$ cat src/hdl/semr_pkg.sv
// package of the sensor enable / pin / led register bank
// assumes a single pclk domain and apb word addressing
package semr_pkg;
    // ==========================================================
    // register byte addresses (printed offsets are indices)
    localparam logic [7:0] SEMR_IDX_POWER_MEASURE = 8'h80;
    localparam logic [7:0] SEMR_IDX_GENERAL_PIN   = 8'h6b;
    localparam logic [7:0] SEMR_IDX_LED_CURRENT_CODE     = 8'hcd;
    localparam logic [9:0] SEMR_ADDR_POWER_MEASURE = {SEMR_IDX_POWER_MEASURE, 2'b00};
    localparam logic [9:0] SEMR_ADDR_GENERAL_PIN   = {SEMR_IDX_GENERAL_PIN, 2'b00};
    localparam logic [9:0] SEMR_ADDR_LED_CURRENT_CODE     = {SEMR_IDX_LED_CURRENT_CODE, 2'b00};
    localparam int SEMR_ADDR_W = 10;

    // ==========================================================
    // field positions
    localparam int SEMR_BIT_POWER_ON     = 0;
    localparam int SEMR_BIT_SPECTRAL_EN  = 1;
    localparam int SEMR_BIT_WAIT_EN      = 3;
    localparam int SEMR_BIT_MUX_START    = 4;
    localparam int SEMR_BIT_PIN_IN       = 0;
    localparam int SEMR_BIT_PIN_OUT      = 1;
    localparam int SEMR_BIT_PIN_IN_EN    = 2;
    localparam int SEMR_BIT_PIN_INV      = 3;
    localparam int SEMR_BIT_LED_ON       = 7;

    // ==========================================================
    // reset values
    localparam logic [7:0] SEMR_RST_POWER_MEASURE = 8'h00;
    localparam logic [3:0] SEMR_RST_GENERAL_PIN   = 4'h2;
    localparam logic [7:0] SEMR_RST_LED_CURRENT_CODE     = 8'h04;

    // ==========================================================
    // multiplexer sequencer timing
    localparam int SEMR_MUX_CYCLES = 16;
    localparam logic [4:0] SEMR_MUX_CNT_LAST = 5'(SEMR_MUX_CYCLES - 1);

    typedef enum logic [1:0]
    {
        SEMR_MUX_IDLE = 2'b00,
        SEMR_MUX_BUSY = 2'b01,
        SEMR_MUX_DONE = 2'b10
    } semr_mux_state_t;
endpackage

$ cat src/hdl/semr_mux_if.sv
// handshake between the control registers and the mux sequencer
// assumes both ends on pclk
interface semr_mux_if;
    logic start;
    logic done;
    modport ctrl (output start, input done);
    modport seq  (input start, output done);
endinterface

$ cat src/hdl/semr_mux_seq.sv
// sensor multiplexer configuration sequencer
// assumes start is a single-cycle pulse on pclk
module semr_mux_seq
    import semr_pkg::*;
(
    input  wire logic pclk,
    input  wire logic presetn,
    input  wire logic clk_en,
    input  wire logic osc_on,
    semr_mux_if.seq   mux
);
    semr_mux_state_t st_r, st_nxt;
    logic [4:0]      cnt_r, cnt_nxt;

    always_comb
    begin
        st_nxt  = st_r;
        cnt_nxt = cnt_r;
        case (st_r)
            SEMR_MUX_IDLE:
            begin
                cnt_nxt = 5'h00;
                if (mux.start)
                    st_nxt = SEMR_MUX_BUSY;
            end
            SEMR_MUX_BUSY:
            begin
                // the sequencer only advances while the oscillator runs
                if (osc_on)
                begin
                    if (cnt_r == SEMR_MUX_CNT_LAST)
                        st_nxt = SEMR_MUX_DONE;
                    else
                        cnt_nxt = cnt_r + 5'h01;
                end
            end
            SEMR_MUX_DONE:
                st_nxt = SEMR_MUX_IDLE;
            default:
                st_nxt = SEMR_MUX_IDLE;
        endcase
    end

    always_ff @(posedge pclk or negedge presetn)
    begin
        if (!presetn)
        begin
            st_r  <= SEMR_MUX_IDLE;
            cnt_r <= 5'h00;
        end
        else if (clk_en)
        begin
            st_r  <= st_nxt;
            cnt_r <= cnt_nxt;
        end
    end

    assign mux.done = (st_r == SEMR_MUX_DONE);
endmodule

$ cat src/hdl/semr_regs.sv
// sensor enable, general pin and led_current_code register bank on apb
// assumes apb3 master on pclk; gpio pin is asynchronous to pclk
//
// What this block does
// - power-on bit starts the internal oscillator, clearing it disables the device.
// - enable bit 1 turns spectral measurement on or off and resets to 0.
// - enable bit 4 starts a mux command and clears itself when the command finishes.
// - enable bit 3 inserts a wait between consecutive measurements.
// - pin control bit 3 inverts the general-purpose output and resets to 0.
// - pin control bit 2 makes the pin an input and resets to 0.
// - pin control bit 1 resets to 1 and drives the pin active directly.
// - pin control bit 0 reads the synchronised pin level while input is enabled.
// - led bit 7 turns the led driver output on and resets to 0.
// - the 7-bit led code sets 4 mA plus 2 mA per step and resets to code 4.
module semr_regs
    import semr_pkg::*;
(
    input  wire logic        pclk,
    input  wire logic        presetn,
    input  wire logic        clk_en,
    input  wire logic        psel,
    input  wire logic        penable,
    input  wire logic        pwrite,
    input  wire logic [31:0] paddr,
    input  wire logic [31:0] pwdata,
    output logic      [31:0] prdata,
    output logic             pready,
    output logic             pslverr,
    output logic             osc_enable,
    output logic             spectral_measure_enable,
    output logic             wait_enable,
    output logic             sensor_mux_busy,
    input  wire logic        gpio_i,
    output logic             gpio_o,
    output logic             gpio_oe_n,
    output logic             led_driver_pin,
    output logic      [6:0]  led_current_code
);
    // ==========================================================
    // apb decode
    logic acc;
    logic wr;
    logic hit_pm;
    logic hit_pin;
    logic hit_led;
    logic hit_any;

    assign acc     = psel && penable;
    assign hit_pm  = paddr[SEMR_ADDR_W-1:0] == SEMR_ADDR_POWER_MEASURE;
    assign hit_pin = paddr[SEMR_ADDR_W-1:0] == SEMR_ADDR_GENERAL_PIN;
    assign hit_led = paddr[SEMR_ADDR_W-1:0] == SEMR_ADDR_LED_CURRENT_CODE;
    // upper address bits must be zero for a hit
    assign hit_any = (paddr[31:SEMR_ADDR_W] == '0) && (hit_pm || hit_pin || hit_led);
    assign wr      = acc && pwrite && hit_any && clk_en;
    // zero wait states; unmapped addresses answer with an error
    assign pready  = 1'b1;
    assign pslverr = acc && !hit_any;

    // ==========================================================
    // pin synchroniser
    logic sync1_r;
    logic sync2_r;

    always_ff @(posedge pclk or negedge presetn)
    begin
        if (!presetn)
        begin
            sync1_r <= 1'b0;
            sync2_r <= 1'b0;
        end
        else if (clk_en)
        begin
            sync1_r <= gpio_i;
            sync2_r <= sync1_r;
        end
    end

    // ==========================================================
    // mux sequencer
    semr_mux_if mux_if ();

    semr_mux_seq u_mux_seq
    (
        .pclk    (pclk),
        .presetn (presetn),
        .clk_en  (clk_en),
        .osc_on  (osc_enable),
        .mux     (mux_if.seq)
    );

    // ==========================================================
    // register state
    logic [7:0] pm_r, pm_nxt;
    logic [3:0] pin_r, pin_nxt;
    logic [7:0] led_r, led_nxt;
    logic [7:0] rd_r, rd_nxt;
    logic       mux_start;

    always_comb
    begin
        pm_nxt    = pm_r;
        pin_nxt   = pin_r;
        led_nxt   = led_r;
        mux_start = 1'b0;
        if (wr && hit_pm)
        begin
            pm_nxt = pwdata[7:0];
            // a running command is not restarted; the bit stays set until it finishes
            if (pwdata[SEMR_BIT_MUX_START] && !pm_r[SEMR_BIT_MUX_START])
                mux_start = 1'b1;
            else if (pm_r[SEMR_BIT_MUX_START])
                pm_nxt[SEMR_BIT_MUX_START] = 1'b1;
        end
        if (wr && hit_pin)
            pin_nxt = {pwdata[3:1], 1'b0};
        if (wr && hit_led)
            led_nxt = pwdata[7:0];
        // completion clears the start bit; done never meets a fresh start
        if (mux_if.done)
            pm_nxt[SEMR_BIT_MUX_START] = 1'b0;
        // input bit is a live view of the synchronised pin while the input enable bit is set, else 0
        pin_nxt[SEMR_BIT_PIN_IN] = pin_nxt[SEMR_BIT_PIN_IN_EN] && sync2_r;
    end

    assign mux_if.start = mux_start;

    always_comb
    begin
        rd_nxt = 8'h00;
        if (psel && !penable && !pwrite)
        begin
            if (hit_any && hit_pm)
                rd_nxt = pm_r;
            else if (hit_any && hit_pin)
                rd_nxt = {4'h0, pin_r};
            else if (hit_any && hit_led)
                rd_nxt = led_r;
        end
    end

    always_ff @(posedge pclk or negedge presetn)
    begin
        if (!presetn)
        begin
            pm_r  <= SEMR_RST_POWER_MEASURE;
            pin_r <= SEMR_RST_GENERAL_PIN;
            led_r <= SEMR_RST_LED_CURRENT_CODE;
            rd_r  <= 8'h00;
        end
        else if (clk_en)
        begin
            pm_r  <= pm_nxt;
            pin_r <= pin_nxt;
            led_r <= led_nxt;
            rd_r  <= rd_nxt;
        end
    end

    // ==========================================================
    // outputs
    assign prdata = {24'h000000, rd_r};
    assign osc_enable              = pm_r[SEMR_BIT_POWER_ON];
    // measurement only acts while powered; wait follows its enable bit alone
    assign spectral_measure_enable = pm_r[SEMR_BIT_POWER_ON] && pm_r[SEMR_BIT_SPECTRAL_EN];
    assign wait_enable             = pm_r[SEMR_BIT_WAIT_EN];
    assign sensor_mux_busy         = pm_r[SEMR_BIT_MUX_START];
    assign gpio_o    = pin_r[SEMR_BIT_PIN_OUT] ^ pin_r[SEMR_BIT_PIN_INV];
    assign gpio_oe_n = pin_r[SEMR_BIT_PIN_IN_EN];
    assign led_driver_pin   = pm_r[SEMR_BIT_POWER_ON] && led_r[SEMR_BIT_LED_ON];
    assign led_current_code = led_r[6:0];
endmodule

$ cat config.mk
export PLATFORM = sky130hd
export DESIGN_NAME = semr_regs
export DESIGN_NICKNAME = d
export VERILOG_FILES = /design/src/hdl/semr_pkg.sv /design/src/hdl/semr_mux_if.sv /design/src/hdl/semr_mux_seq.sv /design/src/hdl/semr_regs.sv
export SDC_FILE = /design/constraint.sdc
export NUM_CORES = 1
export LEC_CHECK = 0
export ABC_AREA = 1
export CAP_MARGIN = 20
export CORE_MARGIN = 8
export CORE_UTILIZATION = 50
export CTS_CLUSTER_SIZE = 10
export DETAILED_ROUTE_END_ITERATION = 12
export DONT_BUFFER_PORTS = 1
export PLACE_DENSITY = 0.74
export SYNTH_ARGS = -nofsm -noshare
export SYNTH_HDL_FRONTEND = slang
export SYNTH_HIERARCHICAL = 1
export SYNTH_SLANG_ARGS = --single-unit
$ cat constraint.sdc
create_clock -name pclk -period 1.6 [get_ports pclk]
set_input_delay 0.08 -clock pclk [delete_from_list [all_inputs] [get_ports pclk]]
set_output_delay 0.08 -clock pclk [all_outputs]
set_load 0.03 [all_outputs]
* Yosys cells after proc, flatten, opt, wreduce, memory -nomap -nowiden
Cells that the tools add are included.
Word-level totals: register bits after elaboration 37, input bits 71, output and inout bits 48, logic and storage cells 74
Cells by class: add/subtract/negate cells 1, equal/unequal tests 10, mux-type cells 18, bitwise gates (word level) 1, reductions and logical operators 34
Operator list (count):
- $mux 8 | 4
- $logic_not 22->1 | 1
- $eq 10x10->1 const B | 2
- $logic_and 1x1->1 | 18
- $mux 5 | 3
- $eq 10x9->1 const B | 1
- $pmux 5 s2 | 1
- $reduce_and 2->1 | 4
- $reduce_and 4->1 | 2
- $mux 2 | 3
- $ne 2x2->1 const B | 3
- $add 5x1->5 const B | 1
- $eq 5x4->1 const B | 1
- $mux 1 | 5
- $logic_not 1->1 | 4
- $pmux 2 s2 | 1
- $reduce_bool 2->1 | 2
- $mux 3 | 1
- $eq 2x1->1 const B | 1
- $eq 2x2->1 const B | 1
- $logic_not 2->1 | 1
- $logic_or 1x1->1 | 2
- $ne 2x1->1 const B | 1
- $xor 1x1->1 | 1

* Longest topological paths before layout
Gate-level depths: netlist (run 1).
word-level depth 10, mapped depth 13, mapped depth without buffers 12

* Cells and area by module
Netlist (run 1), hierarchy kept.
By module, submodules not included:
- semr_regs | times used 1, cells each 279, area each 2100.8 µm², seq. area each 753.2 µm²
- semr_mux_seq | times used 1, cells each 54, area each 419.2 µm², seq. area each 175.2 µm²

* Worst setup path after synthesis (run 1)
OpenSTA, ideal clock, no wires.
path kind in2reg, start in paddr[11], end reg u_mux_seq.st_r[0], setup time 117 ps, arrival time 1364 ps, required time 1483 ps, slack 119 ps, cell stages on the path 12, buffers on the path 1, path through or2_4 nor2_4 nand2_4 nor2_8 nand2_4 buf_6 nor4_1 nand2_1 nand2_1 nand2_1 nand2_1 nand2_1
Between the ends: longest elaborated chain between the ends 8
RTL lines:
- start: declaration | line semr_regs.sv:24 | input wire logic [31:0] paddr,
- $logic_not 22->1 | line semr_regs.sv:53 | assign hit_any = (paddr[31:SEMR_ADDR_W] == '0) && (hit_pm || hit_pin || hit_led);
- $logic_and 1x1->1 | line semr_regs.sv:53
- $logic_and 1x1->1 (2 in series) | line semr_regs.sv:54 | assign wr = acc && pwrite && hit_any && clk_en;
- $logic_and 1x1->1 | line semr_regs.sv:105 | if (wr && hit_pm)
- $mux 1 | line semr_regs.sv:105
- via mux_if.start | line semr_mux_if.sv:4 | logic start;
- $ne 2x2->1 (no line)
- $reduce_and 4->1 (no line)
- end signal: assignment | line semr_mux_seq.sv:53 | st_r <= st_nxt;
- end: declaration | line semr_mux_seq.sv:12 | semr_mux_state_t st_r, st_nxt;
The timed path passes the listed nets, and every way through them passes these cells. A chain may end at the register's enable or synchronous reset.

* Worst setup path in the final report (run 1)
start reg u_mux_seq.cnt_r[1], end reg u_mux_seq.cnt_r[2]
Between the ends: longest elaborated chain between the ends 4, elaborated cells between the ends (all ways) 7, classes of those cells add/sub: 1; eq/ne: 2; mux: 3; reduce/logical: 1
RTL lines:
- start: declaration | line semr_mux_seq.sv:13 | logic [4:0] cnt_r, cnt_nxt;
- start signal: assignment | line semr_mux_seq.sv:54 | cnt_r <= cnt_nxt;
- $add 5x1->5 | line semr_mux_seq.sv:34 | cnt_nxt = cnt_r + 5'h01;
- $mux 5 | line semr_mux_seq.sv:31 | if (cnt_r == SEMR_MUX_CNT_LAST)
- $mux 5 | line semr_mux_seq.sv:29 | if (osc_on)
- $pmux 5 s2 | line semr_mux_seq.sv:19 | case (st_r)
Parallel ways exist; a longest one is shown, timed or not. The select of a mux whose other input is x is not followed.

==> results.toml, run 1 <==
[status]
status = "finished, final reports clean"

[timing]
setup_viol = 0
fin_skew_ps = 5.51
setup_ws_ps = 54.0
tightest_slew_ps = 503
slew_viol_final = 0
fin_crit_sh = 0.966
clock.fmax_mhz = 647
finalHoldViolCount = 0
timing.slew.headroom = 0.665
period_minus_slack_ps = 1550

[clocking]
numCtsBuffers = 5
cts_root_buf = "clkbuf_8"
cts_num_sinks = 37
h-tree-depth = 2
cts_tree = "built"
clk_pin_slew_worst_paths_ps = 70
cts_max_path_buffers = 2
insertion_delay_ps = 290

[power]
peakVddDrop_mv = 0.533
p_per_area_nw_per_um2 = 663
p_total_mw = 1.81
p_leak_nw = 1.56

[grt]
antenna_found_initial = 0
grt_pass1_wl_um = 8800
grt_pass1_vias = 1917
grt_overflow = 0
grt_max_degree = 38
grt_use_total = 0.147

[synth]
ys.flop_type = "dfrtp_1"
yosys-top-cells-count = "nand2_1 (97), inv_1 (39), dfrtp_1 (35), buf_4 (32), nor2_1 (28)"
yosysMostFrequentCell = "nand2_1"
syn_area_um2 = 2520
synth-edff-count = 0
synth.avg_cell_area_um2 = 7.57
ys_seq_elements = 37
synth_top_area_cell = "dfrtp_1"
synthCells = 333
async_flop_share = 1.00
yosysWarnings = 6
synth_area_leaders = "dfrtp_1 (35%), nand2_1 (14%), buf_4 (9.5%)"
ys_seq_area_frac = 0.368
yosys.cell_types.count = 37
yosysTopAreaCellShare = 0.348

[setup_path]
endpoint_kind = "register"
worstPathArrival_ps = 1710
cp_slowest_cell = "dfrtp_1"
startpoint_type = "register"
worstSetupPathType = "register to register"
ff2ff_setup_slack_ps = 50
critical_path.cell_chain = "ha_2 -> nand2_2 -> nor2_1 -> ha_2 -> a21oi_4 -> nand3_4 -> nand2_2 -> o21ai_1"
path_max_fanout = 5
worst_ep_required_time_ps = 1770
critPathMaxStageDelay_ps = 420

[worst_hold_path]
hold_class = "input pin to register"

[detailed_routing]
drt-initial-drc-count = 87
vias = 2032
routed_wl_um = 5700
detail-route-antenna-nets = 0
drc = 0
vias_per_cell = 4.85
wl_per_cell_um = 13.6
dr.pass1.iters = 4

[placed_design]
port-buffer-count = 0
gp_congestion = 0.868
pre_cts_slack_ps = 47.1
place_area_um2 = 2470
hpwl_um = 4420

[finish]
finalNetCount = 421
drive_above_1_share = 0.192
synthToLayoutAreaGrowth_pct = 8.29
fillCellCount = 502
diodes = 0
final_cell_area_um2 = 2730

[job]
max_cap_violations = 0

[die]
coreArea_um2 = 4980
die_area_um2 = 7570
die_x_um = 87.0
die-height_um = 87.0
rows = 26
start_util = 0.506
ios = 119
-- what timing repair did --
action | CTS | global route
resized for setup | 0 | 8
hold endpoints to repair | 54 | 0
buffers inserted | 0 | 1
endpoints found under the setup margin | 0 | 7
hold buffers | 12 | 0
-- cell usage in the layout, fill, tap and decap left out, types with 2 or more instances in the layout --
cell type	synthesis	layout
nand2_1	97	93
inv_1	39	39
dfrtp_1	35	35
nor2_1	28	28
conb_1	2	25
nand3_1	15	15
o21ai_1	15	15
o21ai_2	13	13
dlygate4sd3_1	0	11
nand2_2	6	10
buf_4	32	9
nand4_1	8	8
inv_2	5	5
clkbuf_8	0	5
nor2_2	3	3
nand3_2	3	3
nand2_4	3	3
clkbuf_1	1	3
nor2_4	2	2
nor2_8	2	2
o211ai_1	2	2
nand3_4	1	2
dfstp_2	2	2
ha_2	0	2
-- path summary, 6_finish.rpt --
path                                 endpoint  cells past startpoint               start
setup / recovery           u_mux_seq/cnt_r[2]                      8  u_mux_seq/cnt_r[1]
hold / removal                       led_r[3]                      2           pwdata[3]
setup reg to reg           u_mux_seq/cnt_r[2]                      8  u_mux_seq/cnt_r[1]
hold reg to reg                       sync1_r                      2             sync1_r
max in group asynchronous            pin_r[1]                      2             presetn
min in group asynchronous             rd_r[2]                      2             presetn
-- through the flow --
| stage | TNS (ps) | util | hold WS (ps) | cells |
|---|---|---|---|---|
| after detailed placement | 0 | 0.496 | -214 | 397 |
| after global placement | 0 | 0.496 | -214 | 397 |
| after global routing | -12.1 | 0.548 | 8.53 | 419 |
| final | 0 | 0.548 | 13.5 | 419 |
| after floorplan | 0 | - | -216 | 356 |
| after CTS | 0 | 0.539 | 6.91 | 417 |
-- worst max-delay path: cells and delay by family, from the launching register on --
kind / cells / cell delay, ps
compound gates: 2 / 300
fa+ha+maj: 2 / 370
simple gates: 4 / 340
flops: 1 / 420
-- per-layer routing --
metal	global-route usage	wire length, µm	up-vias
li1	-	-	1021
met1	0.162	2200	934
met2	0.248	2800	73
met3	0.0613	649	4
met4	0.0532	42	0
met5	0	0	-
-- final cells by class --
class                   count  area [µm²]  share of cell area
well taps                  70        87.6              0.0321
inverters                  45         169              0.0619
repair buffers             21         198              0.0724
clock buffers               8        80.1              0.0293
flip-flops and latches     37         928               0.340
multi-input cells         238        1270               0.464
-- report_power, final --
group	total [mW]	internal [mW]	switching, mW
Combinational	0.227	0.0554	0.171
Sequential	0.964	0.946	0.0172
Clock	0.618	0.309	0.308
-- registers in the layout, indices dropped and copies added, names as in the netlist --
register / cells
pin_r: 4
pm_r: 8
sync2_r: 1
sync1_r: 1
led_r: 8
u_mux_seq/st_r: 2
u_mux_seq/cnt_r: 5
rd_r: 8
-- cell families (layout without fill, tap and decap cells) --
logic type / count (synthesis) / count (layout) / share of synthesized area
simple gates: 175 / 176 / 0.345
buf+inv: 82 / 74 / 0.179
flops: 37 / 37 / 0.368
compound gates: 34 / 34 / 0.0914
fa+ha+maj: 2 / 2 / 0.00993
other cells: 2 / 25 / 0.00298
xor+xnor: 1 / 1 / 0.00348
(Power assumes the default switching activity.)
==> run 2: changes to the inputs <==
--- a/config.mk
+++ b/config.mk
@@ -15,5 +15,4 @@
 export PLACE_DENSITY = 0.74
 export SYNTH_ARGS = -nofsm -noshare
 export SYNTH_HDL_FRONTEND = slang
-export SYNTH_HIERARCHICAL = 1
 export SYNTH_SLANG_ARGS = --single-unit
==> run 2 against run 1 <==
The run now ends with negative setup slack left; non-clock buffer count grew 4; register-to-register slack lost 120 ps; highest routed layer unchanged; sequential share of layout area grew 1.5 points; clock skew grew 0.97 ps; sequential power shrank 2.2%; synthesized cell count shrank 9.3%; worst setup slack lost 120 ps; global-route usage grew 0.22 points; cell count shrank 10%; largest cell class unchanged; core utilization grew 1.7 points; clock power grew 33%.
==> results.toml, run 2 <==
[status]
status = "complete, but fails checks"
violations = "negative setup slack"

[detailed_routing]
wl_per_cell_um = 14.0
routed_wl_um = 5260
top_layer_used = "met4"
wl_met1_um = 2150
drc = 0
detail-route-antenna-nets = 0
vias = 1857
met2_length_um = 2560
vias_per_cell = 4.94
drt-initial-drc-count = 153
wl_met3_um = 457
dr.pass1.iters = 4

[synth]
synthAdderAreaFrac = 0.0106
ys_seq_elements = 37
synth_area_leaders = "dfrtp_1 (37%), nand2_1 (12%), buf_4 (10%)"
synth.avg_cell_area_um2 = 7.81
ys_seq_area_frac = 0.393
yosys.cell_types.count = 39
ys.flop_type = "dfrtp_1"
yosys.area_share.simple = 0.335
synth_compound_area_frac = 0.0758
syn_area_um2 = 2360
synthMuxAreaShare = 0
yosysMostFrequentCell = "nand2_1"
synth_top_family_by_area = "simple AND/OR/NAND/NOR gates"
synth-edff-count = 0
yosysWarnings = 0
yosysTopAreaCellShare = 0.371
async_flop_share = 1.00
synth-xor-area-share = 0.00371
synthCells = 302
synth_top_area_cell = "dfrtp_1"
yosys-top-cells-count = "nand2_1 (77), dfrtp_1 (35), buf_4 (32), inv_1 (32), nand3_1 (29)"

[setup_path]
worstPathArrival_ps = 1810
path_max_fanout = 3
cpLargestDelayFamily = "simple AND/OR/NAND/NOR gates"
critPathMaxStageDelay_ps = 390
worst_ep_required_time_ps = 1750
worstSetupPathType = "register to register"
r2r.worst_path.cells = 9
worstPathBufferInverterCount = 1
critical_path.cell_chain = "ha_2 -> nand2_1 -> nor2_1 -> ha_2 -> or2_4 -> nor2_4 -> buf_6 -> and3_4 -> nor3_1"
cp_slowest_cell = "dfrtp_1"
startpoint_type = "register"
crit_cells = 9
cpMostUsedCell = "ha_2"
endpoint_kind = "register"

[worst_hold_path]
hold_class = "input pin to register"
hold_depth = 4

[finish]
final_core_util = 0.565
finalNetCount = 394
synthToLayoutAreaGrowth_pct = 10.8
drive_above_1_share = 0.196
reg.largest.list = "led_r: 8 flops, pm_r: 8 flops, rd_r: 8 flops"
final_cell_mix = "nand2_1 (77), dfrtp_1 (35), inv_1 (31)"
fin_cells = 376
fillCellCount = 425
mostFrequentLayoutCell = "nand2_1"
diodes = 0
seq_area_um2 = 928
multiInputGateArea_um2 = 1130

[timing]
finalSetupTns_ps = -141
clock.fmax_mhz = 600
tightest_slew_ps = 576
setup_ws_ps = -66.1
hold_ws_ps = 27.0
setup_viol = 3
rsz0062_at_grt = "yes"
timing.slew.headroom = 0.613
fin_crit_sh = 1.04
fin_skew_ps = 6.48
slew_viol_final = 0
finalHoldViolCount = 0
period_minus_slack_ps = 1670

[die]
die_x_um = 84.7
coreArea_um2 = 4630
die-height_um = 84.7
die_area_um2 = 7170
rows = 25
start_util = 0.510
ios = 119

[power]
p_per_area_nw_per_um2 = 750
p_leak_nw = 1.38
peakVddDrop_mv = 0.341
p_total_mw = 1.96

[job]
max_cap_violations = 0

[clocking]
cts_num_sinks = 37
numCtsBuffers = 5
cts_root_buf = "clkbuf_8"
cts_tree = "built"
cts_max_path_buffers = 2
insertion_delay_ps = 290
h-tree-depth = 2
clk_pin_slew_worst_paths_ps = 70

[placed_design]
port-buffer-count = 0
dp.cells = 352
hpwl_um = 4100
gp_congestion = 0.833

[grt]
grt_overflow = 0
grt_pass1_wl_um = 8760
antenna_found_initial = 0
grt_use_total = 0.150
grt_max_degree = 38
grt_pass1_vias = 1854
[run 2: worst paths after layout]
check,from,endpoint,slack [ps]
min in group asynchronous,presetn,rd_r[6],240
hold / removal,clk_en,pin_r[2],30
max in group asynchronous,presetn,led_r[2],1110
setup / recovery,u_mux_seq.cnt_r[0],u_mux_seq.cnt_r[2],-70
hold reg to reg,sync1_r,sync1_r,470
setup reg to reg,u_mux_seq.cnt_r[0],u_mux_seq.cnt_r[2],-70
[run 2: where the power goes]
part           internal, mW  switching [mW]
Combinational        0.0478           0.148
Sequential            0.940         0.00291
Clock                 0.508           0.314
[run 2: cell families after synthesis]
family	after synthesis
AO/OA/AOI/OAI	27
XOR/XNOR	1
adder cells (fa/ha/maj)	2
buffers and inverters	71
flip-flops	37
other	2
AND/OR/NAND/NOR	162
[run 2: final cells by class]
class,instances,share of cell area
sequential,37,0.355
multi-input combinational,217,0.432
tap,54,0.0258
clock buffer,7,0.0330
clock inverter,1,0.0115
inverter,35,0.0526
timing repair buffer,25,0.0900
[run 2: worst min-delay path, stage by stage]
cell and delay (ps):
nand2_1 30, inv_1 40, nand2_1 60, nand3_1 60
[run 2: stage by stage]
step | area [µm²] | setup WS [ps]
after floorplan | 2450 | 3.15
final | 2620 | -66.1
after detailed placement | 2300 | -120
after global placement | 2300 | -78.6
after CTS | 2590 | -41.9
after global routing | 2620 | -141
[run 2: per-layer routing]
metal	global-route usage	vias to the layer above
met4	0.0566	0
met1	0.176	856
met5	0	-
met3	0.0498	10
met2	0.246	61
li1	-	930
[run 2: timing repair]
| item | CTS | global route |
|---|---|---|
| buffers inserted | 3 | 1 |
| pin swaps | 1 | 5 |
| endpoints found under the setup margin | 5 | 5 |
| resized for setup | 8 | 6 |
| hold endpoints to repair | 56 | 0 |
| hold buffers | 12 | 0 |
==> run 3: changes to the inputs <==
==> constraint.sdc (replaced) <==
create_clock -name pclk -period 1.6 [get_ports pclk]
set_input_delay 0.08 -clock pclk [delete_from_list [all_inputs] [get_ports pclk]]
set_output_delay 0.08 -clock pclk [all_outputs]
set_load 0.02 [all_outputs]
==> run 3 against run 2 <==
The run still ends with negative setup slack left; total power is 0.92% lower; fmax is 1.2% lower; sequential power hardly changed; critical endpoint is now u_mux_seq.cnt_r[3]; critical path type unchanged; combinational power is 14% lower; largest power group unchanged.
==> results.toml, run 3 (same netlist as run 2, synthesis figures left out) <==
[status]
status = "complete, but fails checks"
violations = "negative setup slack"

[setup_path]
worstPathArrival_ps = 1900
critical_path.cell_chain = "ha_2 -> nand2_2 -> nor2_2 -> ha_2 -> or2_4 -> nor2_4 -> inv_2 -> nor2_4 -> o21bai_1 -> a21oi_1"
worstSetupPathType = "register to register"
path_max_fanout = 5
startpoint_type = "register"
endpoint_kind = "register"
critPathMaxStageDelay_ps = 390
worst_ep_required_time_ps = 1810
cp_slowest_cell = "dfrtp_1"

[placed_design]
port-buffer-count = 0
pre_cts_slack_ps = -119
gp_congestion = 0.830
hpwl_um = 4090

[detailed_routing]
wl_per_cell_um = 14.1
drt-initial-drc-count = 155
detail-route-antenna-nets = 0
vias = 1853
dr.pass1.iters = 5
vias_per_cell = 4.95
drc = 0
routed_wl_um = 5270

[power]
p_leak_nw = 1.38
peakVddDrop_mv = 0.340
p_per_area_nw_per_um2 = 745

[grt]
grt_use_total = 0.149
antenna_found_initial = 0
grt_overflow = 0
grt_pass1_wl_um = 8800
grt_max_degree = 38
grt_pass1_vias = 1841

[die]
ios = 119
rows = 25
die-height_um = 84.7
die_x_um = 84.7
coreArea_um2 = 4630
die_area_um2 = 7170
start_util = 0.510

[finish]
final_cell_mix = "nand2_1 (76), dfrtp_1 (35), inv_1 (31)"
finalNetCount = 392
reg.largest.list = "led_r: 8 flops, pm_r: 8 flops, rd_r: 8 flops"
drive_above_1_share = 0.203
mostFrequentLayoutCell = "nand2_1"
diodes = 0
final_core_util = 0.563
synthToLayoutAreaGrowth_pct = 10.5

[timing]
clock.fmax_mhz = 593
setup_viol = 5
tightest_slew_ps = 557
rsz0062_at_grt = "yes"
finalHoldViolCount = 0
timing.slew.headroom = 0.626
setup_ws_ps = -86.1
fin_skew_ps = 6.90
period_minus_slack_ps = 1690
fin_crit_sh = 1.05
slew_viol_final = 0

[clocking]
cts_tree = "built"
cts_root_buf = "clkbuf_8"
cts_num_sinks = 37
numCtsBuffers = 5
cts_max_path_buffers = 2
insertion_delay_ps = 290
clk_pin_slew_worst_paths_ps = 80
h-tree-depth = 2

[worst_hold_path]
hold_class = "input pin to register"

[job]
max_cap_violations = 0
[run 3: critical path, delay by kind of cell, from the launching register on]
kind                       cells  cell delay [ps]
DFF                            1              390
and+or+nand+nor                5              620
buffers and inverters          1               80
AOI/OAI and AO/OA              2              170
adders and majority gates      2              360
[run 3: path summary, 6_finish.rpt]
path,startpoint,end,cells past startpoint,slack (ps)
hold / removal,penable,rd_r[7],3,30
hold reg to reg,u_mux_seq.cnt_r[3],u_mux_seq.cnt_r[3],1,470
min in group asynchronous,presetn,u_mux_seq.st_r[1],2,240
max in group asynchronous,presetn,pin_r[1],2,1110
setup / recovery,u_mux_seq.cnt_r[0],u_mux_seq.cnt_r[3],10,-90
setup reg to reg,u_mux_seq.cnt_r[0],u_mux_seq.cnt_r[3],10,-90
[run 3: final cells by class]
cell class                 count  area, µm²
sequential                    37        928
tap                           54       67.6
fill                         454       2020
inverter                      35        138
multi-input combinational    217       1140
clock buffer                   7       86.3
timing repair buffer          23        216
clock inverter                 1       30.0
[run 3: what timing repair did]
item | CTS | global route
hold buffers | 12 | 0
setup buffers | 1 | 2
setup endpoints to repair | 5 | 5
pin swaps | 0 | 4
endpoints found under the hold margin | 55 | 0
resized for setup | 9 | 7
[run 3: stage by stage]
step           instance area, µm²  power [mW]  hold slack, ps  setup TNS, ps  std cells
6_report                     2610        1.94            25.3           -363        374
2_1_floorplan                2450        1.12            -216              0        325
3_5_place_dp                 2290        1.08            -214           -453        351
4_1_cts                      2570        1.95            21.4           -104        372
3_3_place_gp                 2290        1.08            -214           -286        351
5_1_grt                      2610        2.01            39.2           -774        374
[run 3: power by group]
part	total [mW]	internal (mW)	leakage [nW]	switching, mW
sequential	0.943	0.940	0.507	0.00282
clock	0.831	0.508	0.0585	0.323
combinational	0.168	0.0464	0.811	0.122
[run 3: metal layers]
metal | vias to the layer above | GRT usage | wire, µm
li1 | 923 | - | -
met1 | 862 | 0.174 | 2220
met2 | 62 | 0.253 | 2580
met3 | 6 | 0.0527 | 430
met4 | 0 | 0.0356 | 32
met5 | - | 0 | 0
